$ cat src/common/scmc_pkg.sv
// constants shared by the system clock mode control block
package scmc_pkg;
    // processor mode register layout and reset pattern 01001000
    localparam logic [7:0] MODE_REG_RST    = 8'h48;
    localparam int         MODE_SEL_LSB    = 6;
    localparam int         MAIN_STOP_BIT   = 5;
    localparam int         SUB_OSC_BIT     = 4;
    // frequency mode codes in the mode select field
    typedef enum logic [1:0] {
        SCMC_HIGH   = 2'b00,
        SCMC_MIDDLE = 2'b01,
        SCMC_LOW    = 2'b10,
        SCMC_RSVD   = 2'b11
    } scmc_mode_e;
    // oscillator edges per half period of the internal clock
    localparam logic [2:0] MIDDLE_HALF_EDGES = 3'h4;
    localparam logic [2:0] HIGH_HALF_EDGES   = 3'h1;
    localparam logic [2:0] LOW_HALF_EDGES    = 3'h1;
endpackage

$ cat src/hw/scmc_edge.sv
// two-stage synchroniser with rising-edge pulse for an oscillator pin
`timescale 1ns/1ps
`default_nettype none
module scmc_edge (
    // clock and reset
    input  wire logic ref_clk_in,
    input  wire logic rst_b_in,
    // pin and pulse
    input  wire logic pin_in,
    output logic      rise_out
);
    logic meta_ff;
    logic sync_ff;
    logic last_ff;

    always_ff @(posedge ref_clk_in or negedge rst_b_in) begin
        if (!rst_b_in) begin
            meta_ff <= 1'b0;
            sync_ff <= 1'b0;
            last_ff <= 1'b0;
        end else begin
            meta_ff <= pin_in;
            sync_ff <= meta_ff;
            last_ff <= sync_ff;
        end
    end

    assign rise_out = sync_ff & ~last_ff;
endmodule
`default_nettype wire

$ cat src/hw/scmc_top.sv
// system clock mode control: oscillator gating, mode select and internal clock divider
`timescale 1ns/1ps
`default_nettype none
// Operation
// RQ1: two oscillators, main on main pin pair, sub on sub pin pair.
// RQ2: after power-up only main oscillator runs; sub pins act as ports.
// RQ3: middle-speed mode gives internal clock of main oscillator divided by eight.
// RQ4: reset selects middle-speed mode.
// RQ5: high-speed mode gives internal clock of main oscillator divided by two.
// RQ6: low-speed mode gives internal clock of sub oscillator divided by two.
// RQ7: software makes both oscillators stable before main/low mode changes.
// RQ8: main frequency must exceed three times sub frequency when switching.
// RQ9: in low-speed mode, main stop bit set stops the main oscillator.
// RQ10: clearing main stop bit restarts main oscillator; software waits to settle.
// RQ11: mode register resets to 01001000, main stop bit clear.
// RQ12: stop instruction parks internal clock high and stops both oscillators.
// RQ13: source and ratio changes are glitch-free, no short clock pulse.
module scmc_top (
    // clock and reset
    input  wire logic       ref_clk_in,
    input  wire logic       rst_b_in,
    // oscillator pins
    input  wire logic       main_osc_in,
    input  wire logic       sub_osc_in,
    output logic            main_osc_out,
    output logic            sub_osc_out,
    output logic            sub_port_mode_out,
    // processor mode register access
    input  wire logic       mode_wr_in,
    input  wire logic [7:0] mode_wdata_in,
    output logic [7:0]      processor_mode_reg_out,
    // stop instruction and release
    input  wire logic       stop_instruction_in,
    input  wire logic       wake_in,
    output logic            stopped_out,
    // internal clock
    output logic            phi_out,
    output logic            phi_rise_out,
    output logic [1:0]      active_mode_out
);
    // =====================================================
    // oscillator edge detection
    logic main_rise;
    logic sub_rise;

    scmc_edge u_main_edge (                                     // RQ1
        .ref_clk_in (ref_clk_in),
        .rst_b_in   (rst_b_in),
        .pin_in     (main_osc_in),
        .rise_out   (main_rise)
    );

    scmc_edge u_sub_edge (                                      // RQ1
        .ref_clk_in (ref_clk_in),
        .rst_b_in   (rst_b_in),
        .pin_in     (sub_osc_in),
        .rise_out   (sub_rise)
    );

    // =====================================================
    // processor mode register
    logic [7:0] mode_reg_ff;

    always_ff @(posedge ref_clk_in or negedge rst_b_in) begin
        if (!rst_b_in) begin
            mode_reg_ff <= scmc_pkg::MODE_REG_RST;              // RQ11 RQ4
        end else if (mode_wr_in) begin
            mode_reg_ff <= mode_wdata_in;
        end
    end

    logic [1:0] req_mode;
    assign req_mode = mode_reg_ff[scmc_pkg::MODE_SEL_LSB +: 2];

    // =====================================================
    // internal clock divider
    scmc_pkg::scmc_mode_e act_mode_ff;
    scmc_pkg::scmc_mode_e want_mode;
    logic                 mode_held;
    logic [2:0]           edge_cnt_ff;
    logic                 phi_ff;
    logic                 stop_pend_ff;
    logic                 stopped_ff;
    logic                 act_low;
    logic                 src_edge;
    logic [2:0]           half_edges;
    logic                 toggle;

    assign act_low  = (act_mode_ff == scmc_pkg::SCMC_LOW);
    assign src_edge = stopped_ff ? 1'b0 : (act_low ? sub_rise : main_rise);   // RQ6

    always_comb begin
        unique case (act_mode_ff)
            scmc_pkg::SCMC_HIGH: half_edges = scmc_pkg::HIGH_HALF_EDGES;      // RQ5
            scmc_pkg::SCMC_LOW:  half_edges = scmc_pkg::LOW_HALF_EDGES;       // RQ6
            default:             half_edges = scmc_pkg::MIDDLE_HALF_EDGES;    // RQ3
        endcase
    end

    assign toggle = src_edge && (edge_cnt_ff + 3'h1 >= half_edges);

    always_ff @(posedge ref_clk_in or negedge rst_b_in) begin
        if (!rst_b_in) begin
            edge_cnt_ff <= 3'h0;
        end else if (toggle) begin
            edge_cnt_ff <= 3'h0;
        end else if (src_edge) begin
            edge_cnt_ff <= edge_cnt_ff + 3'h1;
        end
    end

    // =====================================================
    // frequency mode selection
    // reserved code falls back to middle speed
    always_comb begin
        unique case (req_mode)
            scmc_pkg::SCMC_HIGH: want_mode = scmc_pkg::SCMC_HIGH;
            scmc_pkg::SCMC_LOW:  want_mode = scmc_pkg::SCMC_LOW;
            default:             want_mode = scmc_pkg::SCMC_MIDDLE;
        endcase
    end

    // never switch onto a source that is not running:
    // main modes wait while main is stopped, low waits while sub is off
    assign mode_held = (want_mode == scmc_pkg::SCMC_LOW) ?
                       !mode_reg_ff[scmc_pkg::SUB_OSC_BIT] :
                       mode_reg_ff[scmc_pkg::MAIN_STOP_BIT];             // RQ9

    // new mode is taken only at a half-period boundary, so every
    // half period is made whole from one source and one ratio
    always_ff @(posedge ref_clk_in or negedge rst_b_in) begin
        if (!rst_b_in) begin
            act_mode_ff <= scmc_pkg::SCMC_MIDDLE;               // RQ4
        end else if (toggle && !mode_held) begin
            act_mode_ff <= want_mode;                           // RQ13
        end
    end

    always_ff @(posedge ref_clk_in or negedge rst_b_in) begin
        if (!rst_b_in) begin
            phi_ff <= 1'b0;
        end else if (toggle) begin
            phi_ff <= ~phi_ff;                                  // RQ13
        end
    end

    always_ff @(posedge ref_clk_in or negedge rst_b_in) begin
        if (!rst_b_in) begin
            phi_rise_out <= 1'b0;
        end else begin
            phi_rise_out <= toggle & ~phi_ff;
        end
    end

    // =====================================================
    // stop mode: waits for clock high, then parks it there
    always_ff @(posedge ref_clk_in or negedge rst_b_in) begin
        if (!rst_b_in) begin
            stop_pend_ff <= 1'b0;
            stopped_ff   <= 1'b0;
        end else if (stop_pend_ff && (toggle ? ~phi_ff : phi_ff)) begin
            stop_pend_ff <= 1'b0;
            stopped_ff   <= 1'b1;                               // RQ12
        end else if (stop_instruction_in && !stopped_ff) begin
            stop_pend_ff <= 1'b1;
        end else if (wake_in) begin
            // setting events win over a wake in the same cycle
            stop_pend_ff <= 1'b0;
            stopped_ff   <= 1'b0;
        end
    end

    // =====================================================
    // oscillator enables and outputs
    always_ff @(posedge ref_clk_in or negedge rst_b_in) begin
        if (!rst_b_in) begin
            main_osc_out <= 1'b1;                               // RQ2
        end else begin
            main_osc_out <= !stopped_ff &&
                            !(act_low && mode_reg_ff[scmc_pkg::MAIN_STOP_BIT]);  // RQ9 RQ10
        end
    end

    always_ff @(posedge ref_clk_in or negedge rst_b_in) begin
        if (!rst_b_in) begin
            sub_osc_out <= 1'b0;                                // RQ2
        end else begin
            sub_osc_out <= !stopped_ff && mode_reg_ff[scmc_pkg::SUB_OSC_BIT];    // RQ12
        end
    end

    always_ff @(posedge ref_clk_in or negedge rst_b_in) begin
        if (!rst_b_in) begin
            sub_port_mode_out <= 1'b1;                          // RQ2
        end else begin
            sub_port_mode_out <= !mode_reg_ff[scmc_pkg::SUB_OSC_BIT];
        end
    end

    always_ff @(posedge ref_clk_in or negedge rst_b_in) begin
        if (!rst_b_in) begin
            processor_mode_reg_out <= scmc_pkg::MODE_REG_RST;   // RQ11
        end else begin
            processor_mode_reg_out <= mode_reg_ff;
        end
    end

    always_ff @(posedge ref_clk_in or negedge rst_b_in) begin
        if (!rst_b_in) begin
            stopped_out <= 1'b0;
        end else begin
            stopped_out <= stopped_ff;
        end
    end

    always_ff @(posedge ref_clk_in or negedge rst_b_in) begin
        if (!rst_b_in) begin
            phi_out <= 1'b0;
        end else begin
            phi_out <= phi_ff;
        end
    end

    always_ff @(posedge ref_clk_in or negedge rst_b_in) begin
        if (!rst_b_in) begin
            active_mode_out <= scmc_pkg::SCMC_MIDDLE;           // RQ4
        end else begin
            active_mode_out <= act_mode_ff;
        end
    end
endmodule
`default_nettype wire

$ cat config.mk
export PLATFORM = sky130hd
export DESIGN_NAME = scmc_top
export DESIGN_NICKNAME = d
export VERILOG_FILES = /design/src/common/scmc_pkg.sv /design/src/hw/scmc_edge.sv /design/src/hw/scmc_top.sv
export SDC_FILE = /design/constraint.sdc
export NUM_CORES = 1
export LEC_CHECK = 0
export BUFFER_PORTS_ARGS = -buffer_cell sky130_fd_sc_hd__buf_2
export CAP_MARGIN = 40
export CORE_MARGIN = 4
export CORE_UTILIZATION = 51
export CTS_CLUSTER_SIZE = 20
export DETAILED_ROUTE_END_ITERATION = 7
export MAX_ROUTING_LAYER = met4
export PLACE_DENSITY = 0.76
export SLEW_MARGIN = 20
export SYNTH_ARGS = -nofsm -noshare
export SYNTH_HDL_FRONTEND = slang
export SYNTH_HIERARCHICAL = 1
export SYNTH_SLANG_ARGS = --single-unit
$ cat constraint.sdc
create_clock -name ref_clk_in -period 2.56 [get_ports ref_clk_in]
set_clock_uncertainty 0.15 [all_clocks]
set_input_delay 0.256 -clock ref_clk_in [delete_from_list [all_inputs] [get_ports ref_clk_in]]
set_output_delay 0.256 -clock ref_clk_in [all_outputs]
set_load 0.05 [all_outputs]
======== Word level (Yosys, flattened, before mapping) ========
Cells that the tools add are included.
operators by class
  order comparisons ....................... 1
  multiplexer cells ....................... 13
  add/sub/neg operators ................... 1
  div/mod/pow operators ................... 0
  shift-type cells ........................ 0
  eq/ne operators ......................... 4
  reduce and logical (&&, ||, !) cells .... 18
  multiply operators ...................... 0
  bitwise gates (word level) .............. 6
operator list
  cell                 number
  $mux 1               9
  $mux 3               3
  $logic_and 1x1->1    7
  $eq 2x2->1 const B   3
  $logic_not 1->1      4
  $logic_not 2->1      2
  $pmux 2 s2           1
  $reduce_bool 2->1    2
  $add 3x1->3 const B  1
  $and 1x1->1          3
  $ge 3x3->1           1
  $not 1->1            3
  $reduce_bool 3->1    1
  $ne 2x2->1 const B   1
  $reduce_and 2->1     1
  $reduce_or 2->1      1
storage, ports and cells
  latch bits .............................. 0
  memories ................................ 0
  bits of input ports ..................... 15
  output and inout bits ................... 16
  logic and storage cells ................. 63
  register bits ........................... 38
  bits in read-only memories .............. 0
  bits in writable memories ............... 0

======== Longest topological paths before layout ========
  depth after elaboration ................. 9
  gate-level depth with buffers ........... 8
  depth with buffers taken out ............ 8

======== Cells and area by module ========
The synthesis kept the hierarchy.
modules (own cells, without submodules)
  module     cells an instance  instances  area an instance (µm²)
  scmc_top   84                 1          1183.6
  scmc_edge  4                  2          88.8

======== Least setup slack after synthesis ========
Ideal clock, no wire load.
  path kind ............................... reg2reg
  start ................................... reg act_mode_ff[0]
  end ..................................... reg stopped_ff
  stages on the path, launching flop included .. 9
  library setup time ...................... 0.119 ns
  setup slack ............................. 0.248 ns
  path buffers ............................ 0
  clock period less this slack ............ 2.312 ns
  required time ........................... 2.291 ns
  arrival ................................. 2.043 ns
  cell sequence ........................... dfstp_2 inv_1 ha_1 or3b_1 a21oi_2 nor2_1 ha_1 nor2b_1 a21o_2
on the way
  longest elaborated chain between the ends .. 9
ends and longest elaborated chain
  element                                                                  line                            text
  from (decl)                                                              scmc_top.sv:77                  scmc_pkg::scmc_mode_e act_mode_ff;
  from (signal assigned)                                                   scmc_top.sv:133                 act_mode_ff <= scmc_pkg::SCMC_MIDDLE;
  from (signal assigned)                                                   scmc_top.sv:135                 act_mode_ff <= want_mode;
  $eq 2x2->1 / $logic_not 2->1 (equally long branches)                     scmc_top.sv:89, scmc_top.sv:93
  $reduce_or 2->1 (no source line)                                         n/a
  $mux 3                                                                   scmc_top.sv:93                  unique case (act_mode_ff)
  $ge 3x3->1                                                               scmc_top.sv:100                 assign toggle = src_edge && (edge_cnt_ff + 3'h1 >= half_edges);
  $logic_and 1x1->1 (*)                                                    scmc_top.sv:100
  $mux 1 (*)                                                               scmc_top.sv:161                 end else if (stop_pend_ff && (toggle ? ~phi_ff : phi_ff)) begin
  $logic_and 1x1->1 (*)                                                    scmc_top.sv:161
  $ne 2x2->1 (no source line) / $reduce_bool 2->1 (equally long branches)  n/a
  $reduce_and 2->1 (no source line)                                        n/a
  to (signal assigned)                                                     scmc_top.sv:160                 stopped_ff <= 1'b0;
  to (signal assigned)                                                     scmc_top.sv:163                 stopped_ff <= 1'b1;
  to (signal assigned)                                                     scmc_top.sv:169                 stopped_ff <= 1'b0;
  to (decl)                                                                scmc_top.sv:83                  logic stopped_ff;
Mark *: on every way between the ends. The rest lies on a longest branch, timed or not.
A chain may end at the register's enable or synchronous reset.

======== Final worst setup path ========
Same ends and word-level chain as after synthesis.

==> results.sh <==
export IMPL_cellInternalPower_mw=1.039
export IMPL_grt_start_max_net_pins=39
export IMPL_grt_pass1_wl_microns=3767
export IMPL_cp_start_kind="flip-flop"
export IMPL_cts_root_buf="clkbuf_4"
export IMPL_status="finished, final reports clean"
export IMPL_cts_setup_buffers=0
export IMPL_grt_total_usage_pct=15.44
export IMPL_gp_congestion=0.8225
export IMPL_setup_viol=0
export IMPL_crit_chain="inv_1 -> ha_1 -> or3b_1 -> a21oi_4 -> nor2_1 -> ha_1 -> nor2b_1 -> a21o_2"
export IMPL_power_share_sequential_pct=49.2
export IMPL_synth_distinct_cells=30
export IMPL_finalNetCount=160
export IMPL_relSlewSlack_pct=76.72
export IMPL_synth_common_cells="30 x dfrtp_1, 10 x inv_1, 8 x dfstp_2, 7 x mux2_2"
export IMPL_ys_warn_count=6
export IMPL_final_area_sq_um=1752
export IMPL_clk_pin_slew_ns=0.11
export IMPL_worst_pin_slew_ns=0.3491
export IMPL_diodes=0
export IMPL_grt_setup_unrepaired="no"
export IMPL_timing_setup_tns_ns=0
export IMPL_cp_end_kind="flip-flop"
export IMPL_cp_common_cell="ha_1"
export IMPL_initial_core_util_pct=53.97
export IMPL_finalMaxSlewViolations=0
export IMPL_syn_area_per_cell_sq_um=14.80
export IMPL_syn_to_final_growth_pct=28.68
export IMPL_synth_seq_cells=38
export IMPL_cts_num_sinks=38
export IMPL_die_area_sq_um=3560
export IMPL_cp_slowest_cell="dfstp_2"
export IMPL_path_max_fanout=6
export IMPL_maxCapViolCount=0
export IMPL_die_h_microns=59.67
export IMPL_synth_nets=111
export IMPL_avgViaCountPerCell=4.791
export IMPL_avgRoutedWirePerCell_microns=13.15
export IMPL_min_period_ns=2.443
export IMPL_synthCells=92
export IMPL_dp_hpwl_microns=1510
export IMPL_num_vias=824
export IMPL_totalWireLength_microns=2261
export IMPL_num_rows=18
export IMPL_ios=31
export IMPL_ir_drop_mv=0.7042
export IMPL_yosys_most_used_dff="dfrtp_1"
export IMPL_ys_async_sr_fraction_pct=100.0
export IMPL_swShare_pct=37.81
export IMPL_power_frac_comb_pct=33.5
export IMPL_worstSkewPairLatency_ns=0.34
export IMPL_numCtsBuffers=5
export IMPL_crit_path_max_incr_delay_ns=0.58
export IMPL_cts_tree="done"
export IMPL_drt_iter0_markers=14
export IMPL_hold_class="in -> reg"
export IMPL_synth_top_cells_by_area="dfrtp_1 55%, dfstp_2 15%, mux2_2 5.8%, ha_1 3.7%, inv_1 2.8%"
export IMPL_hold_viol_final=0
export IMPL_clock_path_buffers=2
export IMPL_power_density_nw_per_um2=953.4
export IMPL_htreeDepth=2
export IMPL_clkPwrFrac_pct=17.3
export IMPL_coreArea_sq_um=2522
export IMPL_max_freq_ghz=0.4093
export IMPL_multi_input_area_sq_um=366.6
export IMPL_route_detailed_drc=0
export IMPL_synth_top_area_cell="dfrtp_1"
export IMPL_postPlaceCellArea_sq_um=1545
export IMPL_antenna_found_initial=0
export IMPL_path_class="reg -> reg"
export IMPL_grt_pass1_vias=882
export IMPL_first_pass_iters=4
export IMPL_layout_drive_gt1_share_pct=41.55
export IMPL_p_switching_mw=0.6314
export IMPL_finalCritPeriodShare_pct=95.45
export IMPL_dp_cells=151
export IMPL_p_leak_nw=0.8520
export IMPL_die_x_microns=59.67
export IMPL_syn_area_sq_um=1361
export IMPL_drtAntennaViolNets=0
export IMPL_final_cells=172
export IMPL_port_buffer_count=30
export IMPL_grt_overflow_total=0
export IMPL_yosysMostFrequentCell="dfrtp_1"
export IMPL_yosysSeqAreaShare_pct=70.59
export IMPL_n_fill_cell=178
export IMPL_total_power_mw=1.670
export IMPL_arrival_ns=2.53
export IMPL_ff_latch_area_sq_um=960.9
export IMPL_synth_edf_count=0
export IMPL_yosysTopAreaCellShare_pct=55.15
export IMPL_crit_required_ns=2.65
path summary, 6_finish.rpt:
path                                startpoint                         to  slack [ns]  cells past startpoint
setup / recovery                act_mode_ff[0]                 stopped_ff        0.12                      8
hold reg to reg            u_main_edge/meta_ff        u_main_edge/sync_ff        0.21                      0
min in group asynchronous             rst_b_in        u_main_edge/last_ff        0.20                      2
max in group asynchronous             rst_b_in  processor_mode_reg_out[6]        1.55                      3
setup reg to reg                act_mode_ff[0]                 stopped_ff        0.12                      8
hold / removal                         wake_in                 stopped_ff        0.08                      3
worst max-delay path, delay by kind of cell, from the launching register on:
kind / cells / cell delay [ns]
AND/OR/NAND/NOR: 3 / 0.56
buffers and inverters: 1 / 0.06
AO/OA/AOI/OAI: 2 / 0.40
flip-flops: 1 / 0.58
adder cells (fa/ha/maj): 2 / 0.59
metrics by stage:
step	worst slack, ns	hold WS [ns]	util, %
final	0.1165	0.07946	69.44
after global placement	0.1973	0.1832	61.26
after CTS	0.09514	0.06100	68.06
after floorplan	0.2484	-0.1896	-
after detailed placement	0.1137	0.1847	61.26
after global routing	0.01125	0.08736	69.44
registers in the layout, summed over array words and instances, names as in the netlist:
name,count
u_main_edge/meta_ff,1
u_main_edge/sync_ff,1
stop_pend_ff,1
u_sub_edge/last_ff,1
sub_port_mode_out,1
phi_ff,1
stopped_out,1
stopped_ff,1
phi_rise_out,1
act_mode_ff,2
u_sub_edge/meta_ff,1
active_mode_out,2
processor_mode_reg_out,8
u_main_edge/last_ff,1
sub_osc_out,1
phi_out,1
edge_cnt_ff,3
mode_reg_ff,8
main_osc_out,1
u_sub_edge/sync_ff,1
logic make-up (layout without fill, tap and decap cells):
| family | count (synthesis) | count (layout) | share of synthesized area [%] |
|---|---|---|---|
| buf+inv | 11 | 61 | 3.033 |
| flops | 38 | 38 | 70.59 |
| fa+ha+maj | 4 | 4 | 3.677 |
| simple gates | 18 | 18 | 9.008 |
| xor+xnor | 1 | 1 | 0.6435 |
| compound gates | 12 | 12 | 6.434 |
| mux | 8 | 8 | 6.618 |
layout make-up:
cell class	instances	area share (%)
sequential	38	54.86
multi-input combinational	43	20.93
timing repair buffer	43	17.00
clock buffer	6	2.357
inverter	10	2.143
tap	30	2.143
clock inverter	2	0.5714
cell usage in the layout (no fill, tap or decap), types with 2 or more instances in the layout:
cell type / synthesis / routed
dfrtp_1: 30 / 30
buf_2: 0 / 30
dlygate4sd3_1: 0 / 12
inv_1: 10 / 10
dfstp_2: 8 / 8
mux2_2: 7 / 7
clkbuf_4: 0 / 5
nand2_1: 4 / 4
ha_1: 4 / 4
nor2_1: 3 / 3
nor2b_1: 2 / 2
o21ai_1: 2 / 2
clkinv_2: 0 / 2
nor2b_4: 2 / 2
repair_timing:
item | 4_1_cts | 5_1_grt
resized for setup | 0 | 1
setup endpoints to repair | 0 | 1
endpoints found under the hold margin | 41 | 0
hold buffers | 12 | 0
power groups by stage:
stage	registers, mW	clock network (mW)	logic [mW]
after floorplan	1.03	0	0.203
after global placement	0.827	0	0.514
after detailed placement	0.832	0	0.530
after CTS	0.821	0.309	0.546
after global routing	0.839	0.333	0.611
final	0.822	0.288	0.560
per-layer routing:
metal / vias up / share of wire, % / GRT usage (%)
li1: 404 / - / -
met4: 0 / 1.7 / 5.696
met2: 28 / 48 / 24.07
met3: 5 / 8.0 / 6.695
met1: 387 / 43 / 17.65
met5: - / 0 / -
No activity file was read; power rests on OpenSTA's default activity.
